`config.mk`:
```
export PLATFORM = sky130hd
export DESIGN_NAME = ssg_sync_top
export DESIGN_NICKNAME = d
export VERILOG_FILES = /design/src/hw/ssg_pkg.sv /design/src/hw/ssg_timer_if.sv /design/src/hw/ssg_pulse_timer.sv /design/src/hw/ssg_sync_top.sv
export VERILOG_INCLUDE_DIRS = /design/src /design/src/hw
export SDC_FILE = /design/constraint.sdc
export NUM_CORES = 1
export LEC_CHECK = 0
export BUFFER_PORTS_ARGS = -buffer_cell sky130_fd_sc_hd__buf_4
export CAP_MARGIN = 20
export CELL_PAD_IN_SITES_DETAIL_PLACEMENT = 0
export CELL_PAD_IN_SITES_GLOBAL_PLACEMENT = 1
export CORE_ASPECT_RATIO = 0.5
export CORE_MARGIN = 5
export CORE_UTILIZATION = 40
export CTS_BUF_LIST = sky130_fd_sc_hd__clkbuf_16
export DETAILED_ROUTE_END_ITERATION = 8
export PLACE_DENSITY = 0.85
export SYNTH_ARGS = -nofsm -noshare
export SYNTH_HDL_FRONTEND = slang
export SYNTH_SLANG_ARGS = --single-unit
```
`constraint.sdc`:
```
create_clock -name clk -period 5.95 [get_ports clk]
set_clock_uncertainty 0.05 [all_clocks]
set_input_delay 0.595 -clock clk [delete_from_list [all_inputs] [get_ports clk]]
set_output_delay 0.595 -clock clk [all_outputs]
set_load 0.03 [all_outputs]
```
`src/hw/ssg_defines.svh`:
```
`ifndef SSG_DEFINES_SVH
`define SSG_DEFINES_SVH
// Purpose: timing constants for the stereo sync pulse block
// Assumes: 250 MHz system clock, 4 ns period
// Notes: times in ns, counts derived by rounding as documented

`define SSG_CLK_PERIOD_NS 4
// System clock rate in Hz, the reference for the frame rate window
`define SSG_CLK_HZ 32'h0EE6B280
// Pulse width window and nominal width at 120 Hz input
`define SSG_WIDTH_MIN_NS 20000
`define SSG_WIDTH_MAX_NS 32000
`define SSG_WIDTH_NOM_NS 26000
`define SSG_WIDTH_MIN_CYC ((`SSG_WIDTH_MIN_NS + `SSG_CLK_PERIOD_NS - 1) / `SSG_CLK_PERIOD_NS)
`define SSG_WIDTH_MAX_CYC (`SSG_WIDTH_MAX_NS / `SSG_CLK_PERIOD_NS)
`define SSG_WIDTH_NOM_CYC (`SSG_WIDTH_NOM_NS / `SSG_CLK_PERIOD_NS)
// Base offset, strictly above 500 us
`define SSG_BASE_MIN_NS 500000
`define SSG_BASE_MIN_CYC (`SSG_BASE_MIN_NS / `SSG_CLK_PERIOD_NS + 1)
// Delta offset window and nominal at 120 Hz
`define SSG_DELTA_MIN_NS 128000
`define SSG_DELTA_MAX_NS 163000
`define SSG_DELTA_NOM_NS 132000
`define SSG_DELTA_MIN_CYC ((`SSG_DELTA_MIN_NS + `SSG_CLK_PERIOD_NS - 1) / `SSG_CLK_PERIOD_NS)
`define SSG_DELTA_MAX_CYC (`SSG_DELTA_MAX_NS / `SSG_CLK_PERIOD_NS)
`define SSG_DELTA_NOM_CYC (`SSG_DELTA_NOM_NS / `SSG_CLK_PERIOD_NS)
// Quiet interval after the pulse, strictly above 2000 us
`define SSG_TAIL_MIN_NS 2000000
`define SSG_TAIL_MIN_CYC (`SSG_TAIL_MIN_NS / `SSG_CLK_PERIOD_NS + 1)
// Supported input frame rate range in Hz
`define SSG_RATE_MIN_HZ 98
`define SSG_RATE_MAX_HZ 122
// Colour select codes
`define SSG_COLOR_RED 2'h0
`define SSG_COLOR_GREEN 2'h1
`define SSG_COLOR_BLUE 2'h2
`endif

```
`src/hw/ssg_pkg.sv`:
```
// Purpose: types shared by the stereo sync pulse block
// Assumes: nothing beyond the defines header
// Notes: states of the pulse scheduler
package ssg_pkg;
  // Pulse scheduler states
  typedef enum logic [1:0] {
    SSG_IDLE,
    SSG_WAIT,
    SSG_PULSE
  } ssg_state_e;
  typedef logic [23:0] ssg_cnt_t;
endpackage

```
`src/hw/ssg_timer_if.sv`:
```
// Purpose: carrier between scheduler and its pulse timer
// Assumes: one clock domain
// Notes: start is a one-cycle pulse
interface ssg_timer_if;
  logic start;
  logic [23:0] delay;
  logic [23:0] width;
  logic busy;
  logic fire;
  logic done;
  modport ctrl (output start, output delay, output width, input busy, input fire, input done);
  modport tmr (input start, input delay, input width, output busy, output fire, output done);
endinterface
```
`src/hw/ssg_pulse_timer.sv`:
```
// Purpose: delay-then-width one-shot for the light sync pulse
// Assumes: delay and width at least one cycle
// Notes: a start while busy is ignored
module ssg_pulse_timer (
  input wire logic clk,
  input wire logic reset,
  ssg_timer_if.tmr t
);
  ssg_pkg::ssg_state_e state_q;
  logic [23:0] cnt_q;
  logic done_q;

  // Delay then pulse sequencing
  always_ff @(posedge clk) begin
    if (reset) begin
      state_q <= ssg_pkg::SSG_IDLE;
      cnt_q <= 24'h000000;
    end else begin
      case (state_q)
        ssg_pkg::SSG_IDLE: begin
          if (t.start) begin
            state_q <= ssg_pkg::SSG_WAIT;
            cnt_q <= t.delay;
          end
        end
        ssg_pkg::SSG_WAIT: begin
          if (cnt_q <= 24'h000001) begin
            state_q <= ssg_pkg::SSG_PULSE;
            cnt_q <= t.width;
          end else begin
            cnt_q <= cnt_q - 24'h000001;
          end
        end
        default: begin
          if (cnt_q <= 24'h000001) begin
            state_q <= ssg_pkg::SSG_IDLE;
          end else begin
            cnt_q <= cnt_q - 24'h000001;
          end
        end
      endcase
    end
  end

  // One-cycle completion strobe
  always_ff @(posedge clk) begin
    if (reset) begin
      done_q <= 1'b0;
    end else begin
      done_q <= (state_q == ssg_pkg::SSG_PULSE) && (cnt_q <= 24'h000001);
    end
  end

  assign t.busy = (state_q != ssg_pkg::SSG_IDLE);
  assign t.fire = (state_q == ssg_pkg::SSG_PULSE);
  assign t.done = done_q;
endmodule

```
`src/hw/ssg_sync_top.sv`:
```
// Purpose: stereo glasses sync, IR pin and light pulse scheduling
// Assumes: frame_start/left_eye from pins, synchronised here
// Notes: timing counts are inputs loaded per frame rate
`include "ssg_defines.svh"

module ssg_sync_top #(
  parameter int unsigned CNT_W = 24
) (
  input wire logic clk,
  input wire logic reset,
  input wire logic stereo_active,
  input wire logic frame_start_pin,
  input wire logic left_eye_pin,
  input wire logic light_mode,
  input wire logic load,
  input wire logic [23:0] width_cyc,
  input wire logic [23:0] base_cyc,
  input wire logic [23:0] delta_cyc,
  input wire logic [23:0] frame_cyc,
  input wire logic [1:0] color_sel,
  output logic ir_sync_o,
  output logic ir_sync_oe_n,
  output logic illum_en,
  output logic [1:0] illum_color,
  output logic param_err,
  output logic rate_err
);
  // Three-stage pin synchronisers
  logic [2:0] fs_sync_q;
  logic [2:0] le_sync_q;
  logic fs_level_q;
  logic le_level_q;
  logic frame_evt;
  // Loaded per-rate counts
  logic [23:0] width_q;
  logic [23:0] base_q;
  logic [23:0] delta_q;
  logic [23:0] total_q;
  logic [1:0] color_q;
  // Offset toggle, flips every frame while stereo active
  logic alt_q;
  // Frame period measure, cycles since last frame
  logic [23:0] period_q;
  logic in_frame_q;
  ssg_timer_if tif ();

  // Range check of one programmed set of counts
  function automatic logic counts_bad(input logic [23:0] w, input logic [23:0] b, input logic [23:0] d);
    logic bad;
    bad = 1'b0;
    if (w < 24'(`SSG_WIDTH_MIN_CYC) || w > 24'(`SSG_WIDTH_MAX_CYC)) begin
      bad = 1'b1;
    end
    if (b < 24'(`SSG_BASE_MIN_CYC)) begin
      bad = 1'b1;
    end
    if (d < 24'(`SSG_DELTA_MIN_CYC) || d > 24'(`SSG_DELTA_MAX_CYC)) begin
      bad = 1'b1;
    end
    counts_bad = bad;
  endfunction

  // Pin synchronisers; only stages 1 and 2 are compared
  always_ff @(posedge clk) begin
    if (reset) begin
      fs_sync_q <= 3'h0;
      le_sync_q <= 3'h0;
    end else begin
      fs_sync_q <= {fs_sync_q[1:0], frame_start_pin};
      le_sync_q <= {le_sync_q[1:0], left_eye_pin};
    end
  end

  // Accept a pin change once two late stages agree
  always_ff @(posedge clk) begin
    if (reset) begin
      fs_level_q <= 1'b0;
      le_level_q <= 1'b0;
    end else begin
      if (fs_sync_q[1] == fs_sync_q[2]) begin
        fs_level_q <= fs_sync_q[2];
      end
      if (le_sync_q[1] == le_sync_q[2]) begin
        le_level_q <= le_sync_q[2];
      end
    end
  end

  assign frame_evt = (fs_sync_q[1] == fs_sync_q[2]) && fs_sync_q[2] && !fs_level_q;

  always_ff @(posedge clk) begin
    if (reset) begin
      width_q <= 24'(`SSG_WIDTH_NOM_CYC);
      base_q <= 24'(`SSG_BASE_MIN_CYC);
      delta_q <= 24'(`SSG_DELTA_NOM_CYC);
      color_q <= `SSG_COLOR_RED;
    end else if (load) begin
      width_q <= width_cyc;
      base_q <= base_cyc;
      delta_q <= delta_cyc;
      // colour select, blue falls back to red
      color_q <= (color_sel == `SSG_COLOR_BLUE) ? `SSG_COLOR_RED : color_sel;
    end
  end

  // total offset derived, never set alone
  always_ff @(posedge clk) begin
    if (reset) begin
      total_q <= 24'(`SSG_BASE_MIN_CYC + `SSG_DELTA_NOM_CYC);
    end else begin
      total_q <= base_q + delta_q;
    end
  end

  // Parameter range flag, sticky until next load
  always_ff @(posedge clk) begin
    if (reset) begin
      param_err <= 1'b0;
    end else if (load) begin
      param_err <= counts_bad(width_cyc, base_cyc, delta_cyc);
    end
  end

  always_ff @(posedge clk) begin
    if (reset) begin
      alt_q <= 1'b0;
    end else if (frame_evt && stereo_active) begin
      alt_q <= !alt_q;
    end
  end

  // one pulse launched per frame, offset before frame end
  always_comb begin
    tif.start = frame_evt && stereo_active && light_mode && !tif.busy;
    // alternate offset measured back from subframe end
    if (alt_q) begin
      tif.delay = (frame_cyc > total_q + width_q) ? frame_cyc - total_q - width_q : 24'h000001;
    end else begin
      tif.delay = (frame_cyc > base_q + width_q) ? frame_cyc - base_q - width_q : 24'h000001;
    end
    tif.width = width_q;
  end

  ssg_pulse_timer u_timer (
    .clk(clk),
    .reset(reset),
    .t(tif)
  );

  // light enable only during the pulse
  always_ff @(posedge clk) begin
    if (reset) begin
      illum_en <= 1'b0;
      illum_color <= `SSG_COLOR_RED;
    end else begin
      illum_en <= tif.fire && light_mode && stereo_active;
      illum_color <= color_q;
    end
  end

  // IR pin follows eye, driven while stereo active and light_mode low
  always_ff @(posedge clk) begin
    if (reset) begin
      ir_sync_o <= 1'b0;
      ir_sync_oe_n <= 1'b1;
    end else begin
      ir_sync_o <= stereo_active && !light_mode && le_level_q;
      ir_sync_oe_n <= !(stereo_active && !light_mode);
    end
  end

  // frame period tracking for the rate window
  always_ff @(posedge clk) begin
    if (reset) begin
      period_q <= 24'h000000;
      in_frame_q <= 1'b0;
    end else if (frame_evt) begin
      period_q <= 24'h000000;
      in_frame_q <= 1'b1;
    end else if (period_q != 24'hFFFFFF) begin
      period_q <= period_q + 24'h000001;
    end
  end

  // rate error when frame period leaves the window
  always_ff @(posedge clk) begin
    if (reset) begin
      rate_err <= 1'b0;
    end else if (frame_evt && in_frame_q && stereo_active) begin
      rate_err <= (32'(period_q) + 32'h1) * `SSG_RATE_MIN_HZ > `SSG_CLK_HZ ||
                  (32'(period_q) + 32'h1) * `SSG_RATE_MAX_HZ < `SSG_CLK_HZ;
    end
  end
endmodule

```
==> results.cfg <==
[pwr]
peakVddDrop_uv = 166
totalPowerFinal_w = 0.00423
cellPowerDensity_nw_per_um2 = 182
p_leak_nw = 11.5

[floorplan]
boundaryPins = 112
initial_core_util_pct = 40.6
dieArea_sq_um = 56000
die_h_um = 170
die_x_um = 330
rows = 58
coreArea_sq_um = 50400

[setup_path]
critPathTopFamily = compound AO/OA/AOI/OAI gates
worstRegToRegCells = 23
cp.depth = 23
cp_max_fo = 8
crit_arrival_ns = 5.93
crit_path_end_kind = flip-flop
critPathBufInv = 3
worst_path_max_delay_cell = fa_1
slowest_delay_ns = 0.52
path_cells = nand3_1 -> nor3_2 -> nand3_1 -> nor2_1 -> and2_1 -> xor2_1 -> buf_4 -> xnor2_1 -> fa_1 -> inv_1 -> fa_1 -> inv_1 -> ha_1 -> a21o_1 -> a21oi_1 -> o21ai_0 -> o21a_1 -> o2bb2ai_1 -> o21ai_1 -> xnor2_1 -> or3_1 -> o311ai_1 -> a21boi_1
critPathKind = flip-flop to flip-flop
cp-start-kind = flip-flop
required_ns = 6.24

[flow_run]
cap_violations = 0

[grt]
gr-total-overflow = 0
grt_start_max_net_pins = 73
grtUsageTotal_pct = 19.8
antenna_found_initial = 1
grt_pass1_wl_um = 90000
first_global_vias = 17300

[finish]
drive_above_1_share_pct = 10.4
finalNetCount = 3157
n_fill_cell = 4943
syn_to_final_growth_pct = 13.8

[worst_hold_path]
hold_path_class = primary input to flip-flop
min_delay_path_depth = 2

[outcome]
status = completed

[sta]
fmax_mhz = 177
fin_crit_ns = 5.64
layout_setup_ws_ns = 0.310
hold_viol_final = 0
rsz0062_at_grt = true
maxSlewViolCount = 0
timing.final.setup_violations = 0
slew_headroom_pct = 37.2
finalCritPeriodShare_pct = 94.8
tightest_slew_ns = 0.936

[placed_design]
place.port_buffers = 111
place.gp.congestion = 0.979
dp_hpwl_um = 46800
dpl_worst_slack_ns = 0.191

[clock_network]
clock_sinks = 165
cts_root_buf = clkbuf_16
cts_buffer_depth = 2
clkSlewWorstSetupHoldPaths_ns = 0.08
cts_buffers = 17
insertion_delay_ns = 0.46
cts_tree = done
cts_hold_buf = 0
h-tree-depth = 4

[yosys]
synth_nets = 2999
synth_ff_type = dfxtp_1
ys_ff_latch = 165
ys_async_sr_fraction_pct = 0
synth.distinct_cells = 76
synth_cells = 2459
synth_edf_count = 0
ys_seq_area_share_pct = 16.1
synth.cell_area_sq_um = 20500
yosysWarnings = 0
syn_area_per_cell_sq_um = 8.32

[routing]
drt_pass1_iterations = 7
wl_per_cell_um = 16.8
drtIter0Drc = 1015
drcViolationCount = 0
drt_wl_total_um = 55700
avgViaCountPerCell = 5.30
vias = 17600
detail-route-antenna-nets = 0
-- Yosys cell counts (5+ instances only) --
cell       instances  area (sq um)
o31a_1             5          43.8
a21boi_0          10          75.1
nor2b_1           32           200
fa_1             104          2080
xor2_1            94           823
o21ai_0           94           470
o211ai_1          26           195
a22o_1            12           105
o22ai_1            6          37.5
and4_1             6          52.6
a2111oi_0          9          78.8
a21oi_1          203          1020
nand4_1           30           188
o31ai_1           11          82.6
nor4_1            15          93.8
nor3_1            45           225
and2_1            11          68.8
a211oi_1          17           128
buf_1              7          26.3
nand2_1          166           623
dfxtp_1          165          3300
inv_1            243           912
mux2i_1           64           641
a221oi_1          12           105
a211o_1            6          52.6
xnor2_1          156          1370
or3_1              7          43.8
nand2b_1          23           144
nor2_1           209           785
clkbuf_1          45           169
a31oi_1           23           144
o21a_1            28           210
a21o_1            82           616
o21ai_1            5          25.0
o21bai_1          15           113
and3_1            14          87.6
or2_2             16           100
ha_1             331          4140
nand3_1           42           210
-- through the flow --
step / setup TNS (ns) / hold slack [ns] / util [%] / instances / cell area [sq um]
2_1_floorplan: 0 / 0.364 / - / 2459 / 20500
3_5_place_dp: 0 / 0.378 / 44.7 / 3288 / 22600
5_1_grt: -0.0762 / 0.299 / 46.2 / 3321 / 23300
4_1_cts: 0 / 0.285 / 46.0 / 3320 / 23200
3_3_place_gp: 0 / 0.375 / 44.7 / 3288 / 22600
6_report: 0 / 0.302 / 46.2 / 3321 / 23300
-- logic make-up (layout without fill, tap and decap cells) --
group / after synthesis / after routing / share of synthesized area (%)
AOI/OAI and AO/OA: 612 / 612 / 19.4
xor gates and xnor gates: 251 / 251 / 10.8
adders and majority gates: 435 / 435 / 30.4
buffers and inverters: 298 / 469 / 5.47
DFF: 165 / 165 / 16.1
muxes: 68 / 68 / 3.35
other: 0 / 1 / 0
and+or+nand+nor: 630 / 630 / 14.4
-- sequential cells by signal (all words and copies together), names as in the netlist, 3 cells and up --
name           count
base_q            24
delta_q           24
period_q          24
tif.width         24
total_q           24
u_timer.cnt_q     24
fs_sync_q          3
le_sync_q          3
-- report_power, final --
part           internal [W]  switching, W  total, W
combinational      0.000812       0.00104   0.00185
sequential          0.00116     0.0000650   0.00122
clock              0.000606      0.000555   0.00116
-- layer usage --
| layer | global-route usage [%] | part of all wire (%) | up-vias |
|---|---|---|---|
| li1 | - | - | 8883 |
| met1 | 28.2 | 49 | 8288 |
| met4 | 4.06 | 1.8 | 0 |
| met2 | 32.5 | 45 | 370 |
| met3 | 2.49 | 4.5 | 63 |
| met5 | 0 | 0 | - |
-- placed cells by master, fill, tap and decap left out, drive strengths merged, types with 26 or more instances in the layout --
master	Yosys	final
o21ai	99	99
xor2	94	94
mux2i	64	64
dfxtp	165	165
buf	7	191
nor2b	32	32
nand2	166	166
inv	245	253
ha	331	331
o211ai	26	26
nor3	45	45
a21o	82	82
nand3	42	42
o21a	28	28
fa	104	104
nand4	30	30
xnor2	157	157
nor2	209	209
a21oi	204	204
-- final timing paths --
kind / startpoint / to / slack, ns
min: frame_start_pin / fs_sync_q[0] / 0.30
max: period_q[11] / rate_err / 0.31
min reg2reg: le_sync_q[0] / le_sync_q[1] / 0.39
max reg2reg: period_q[11] / rate_err / 0.31
-- cell type report --
type	count	area (sq um)	area share, %
antenna	1	2.50	0.0108
sequential	165	3300	14.2
tap	690	863	3.71
multi-input combinational	1996	16100	69.3
inverter	246	923	3.97
clock inverter	15	185	0.796
timing repair buffer	191	1430	6.16
clock buffer	17	425	1.83
-- worst reg2reg max path, cell delays in order (launching register included) --
cell	delay, ns
dfxtp_1	0.42
nand3_1	0.19
nor3_2	0.24
nand3_1	0.15
nor2_1	0.30
and2_1	0.23
xor2_1	0.23
buf_4	0.20
xnor2_1	0.10
fa_1	0.51
inv_1	0.05
fa_1	0.52
inv_1	0.04
ha_1	0.30
a21o_1	0.19
a21oi_1	0.18
o21ai_0	0.15
o21a_1	0.20
o2bb2ai_1	0.28
o21ai_1	0.15
xnor2_1	0.13
or3_1	0.37
o311ai_1	0.28
a21boi_1	0.09
-- what timing repair did --
item	in CTS	in global routing
endpoints found under the setup margin	0	19
hold endpoints to repair	0	0
setup buffers	0	0
resized for setup	0	19
(Power assumes the default switching activity.)
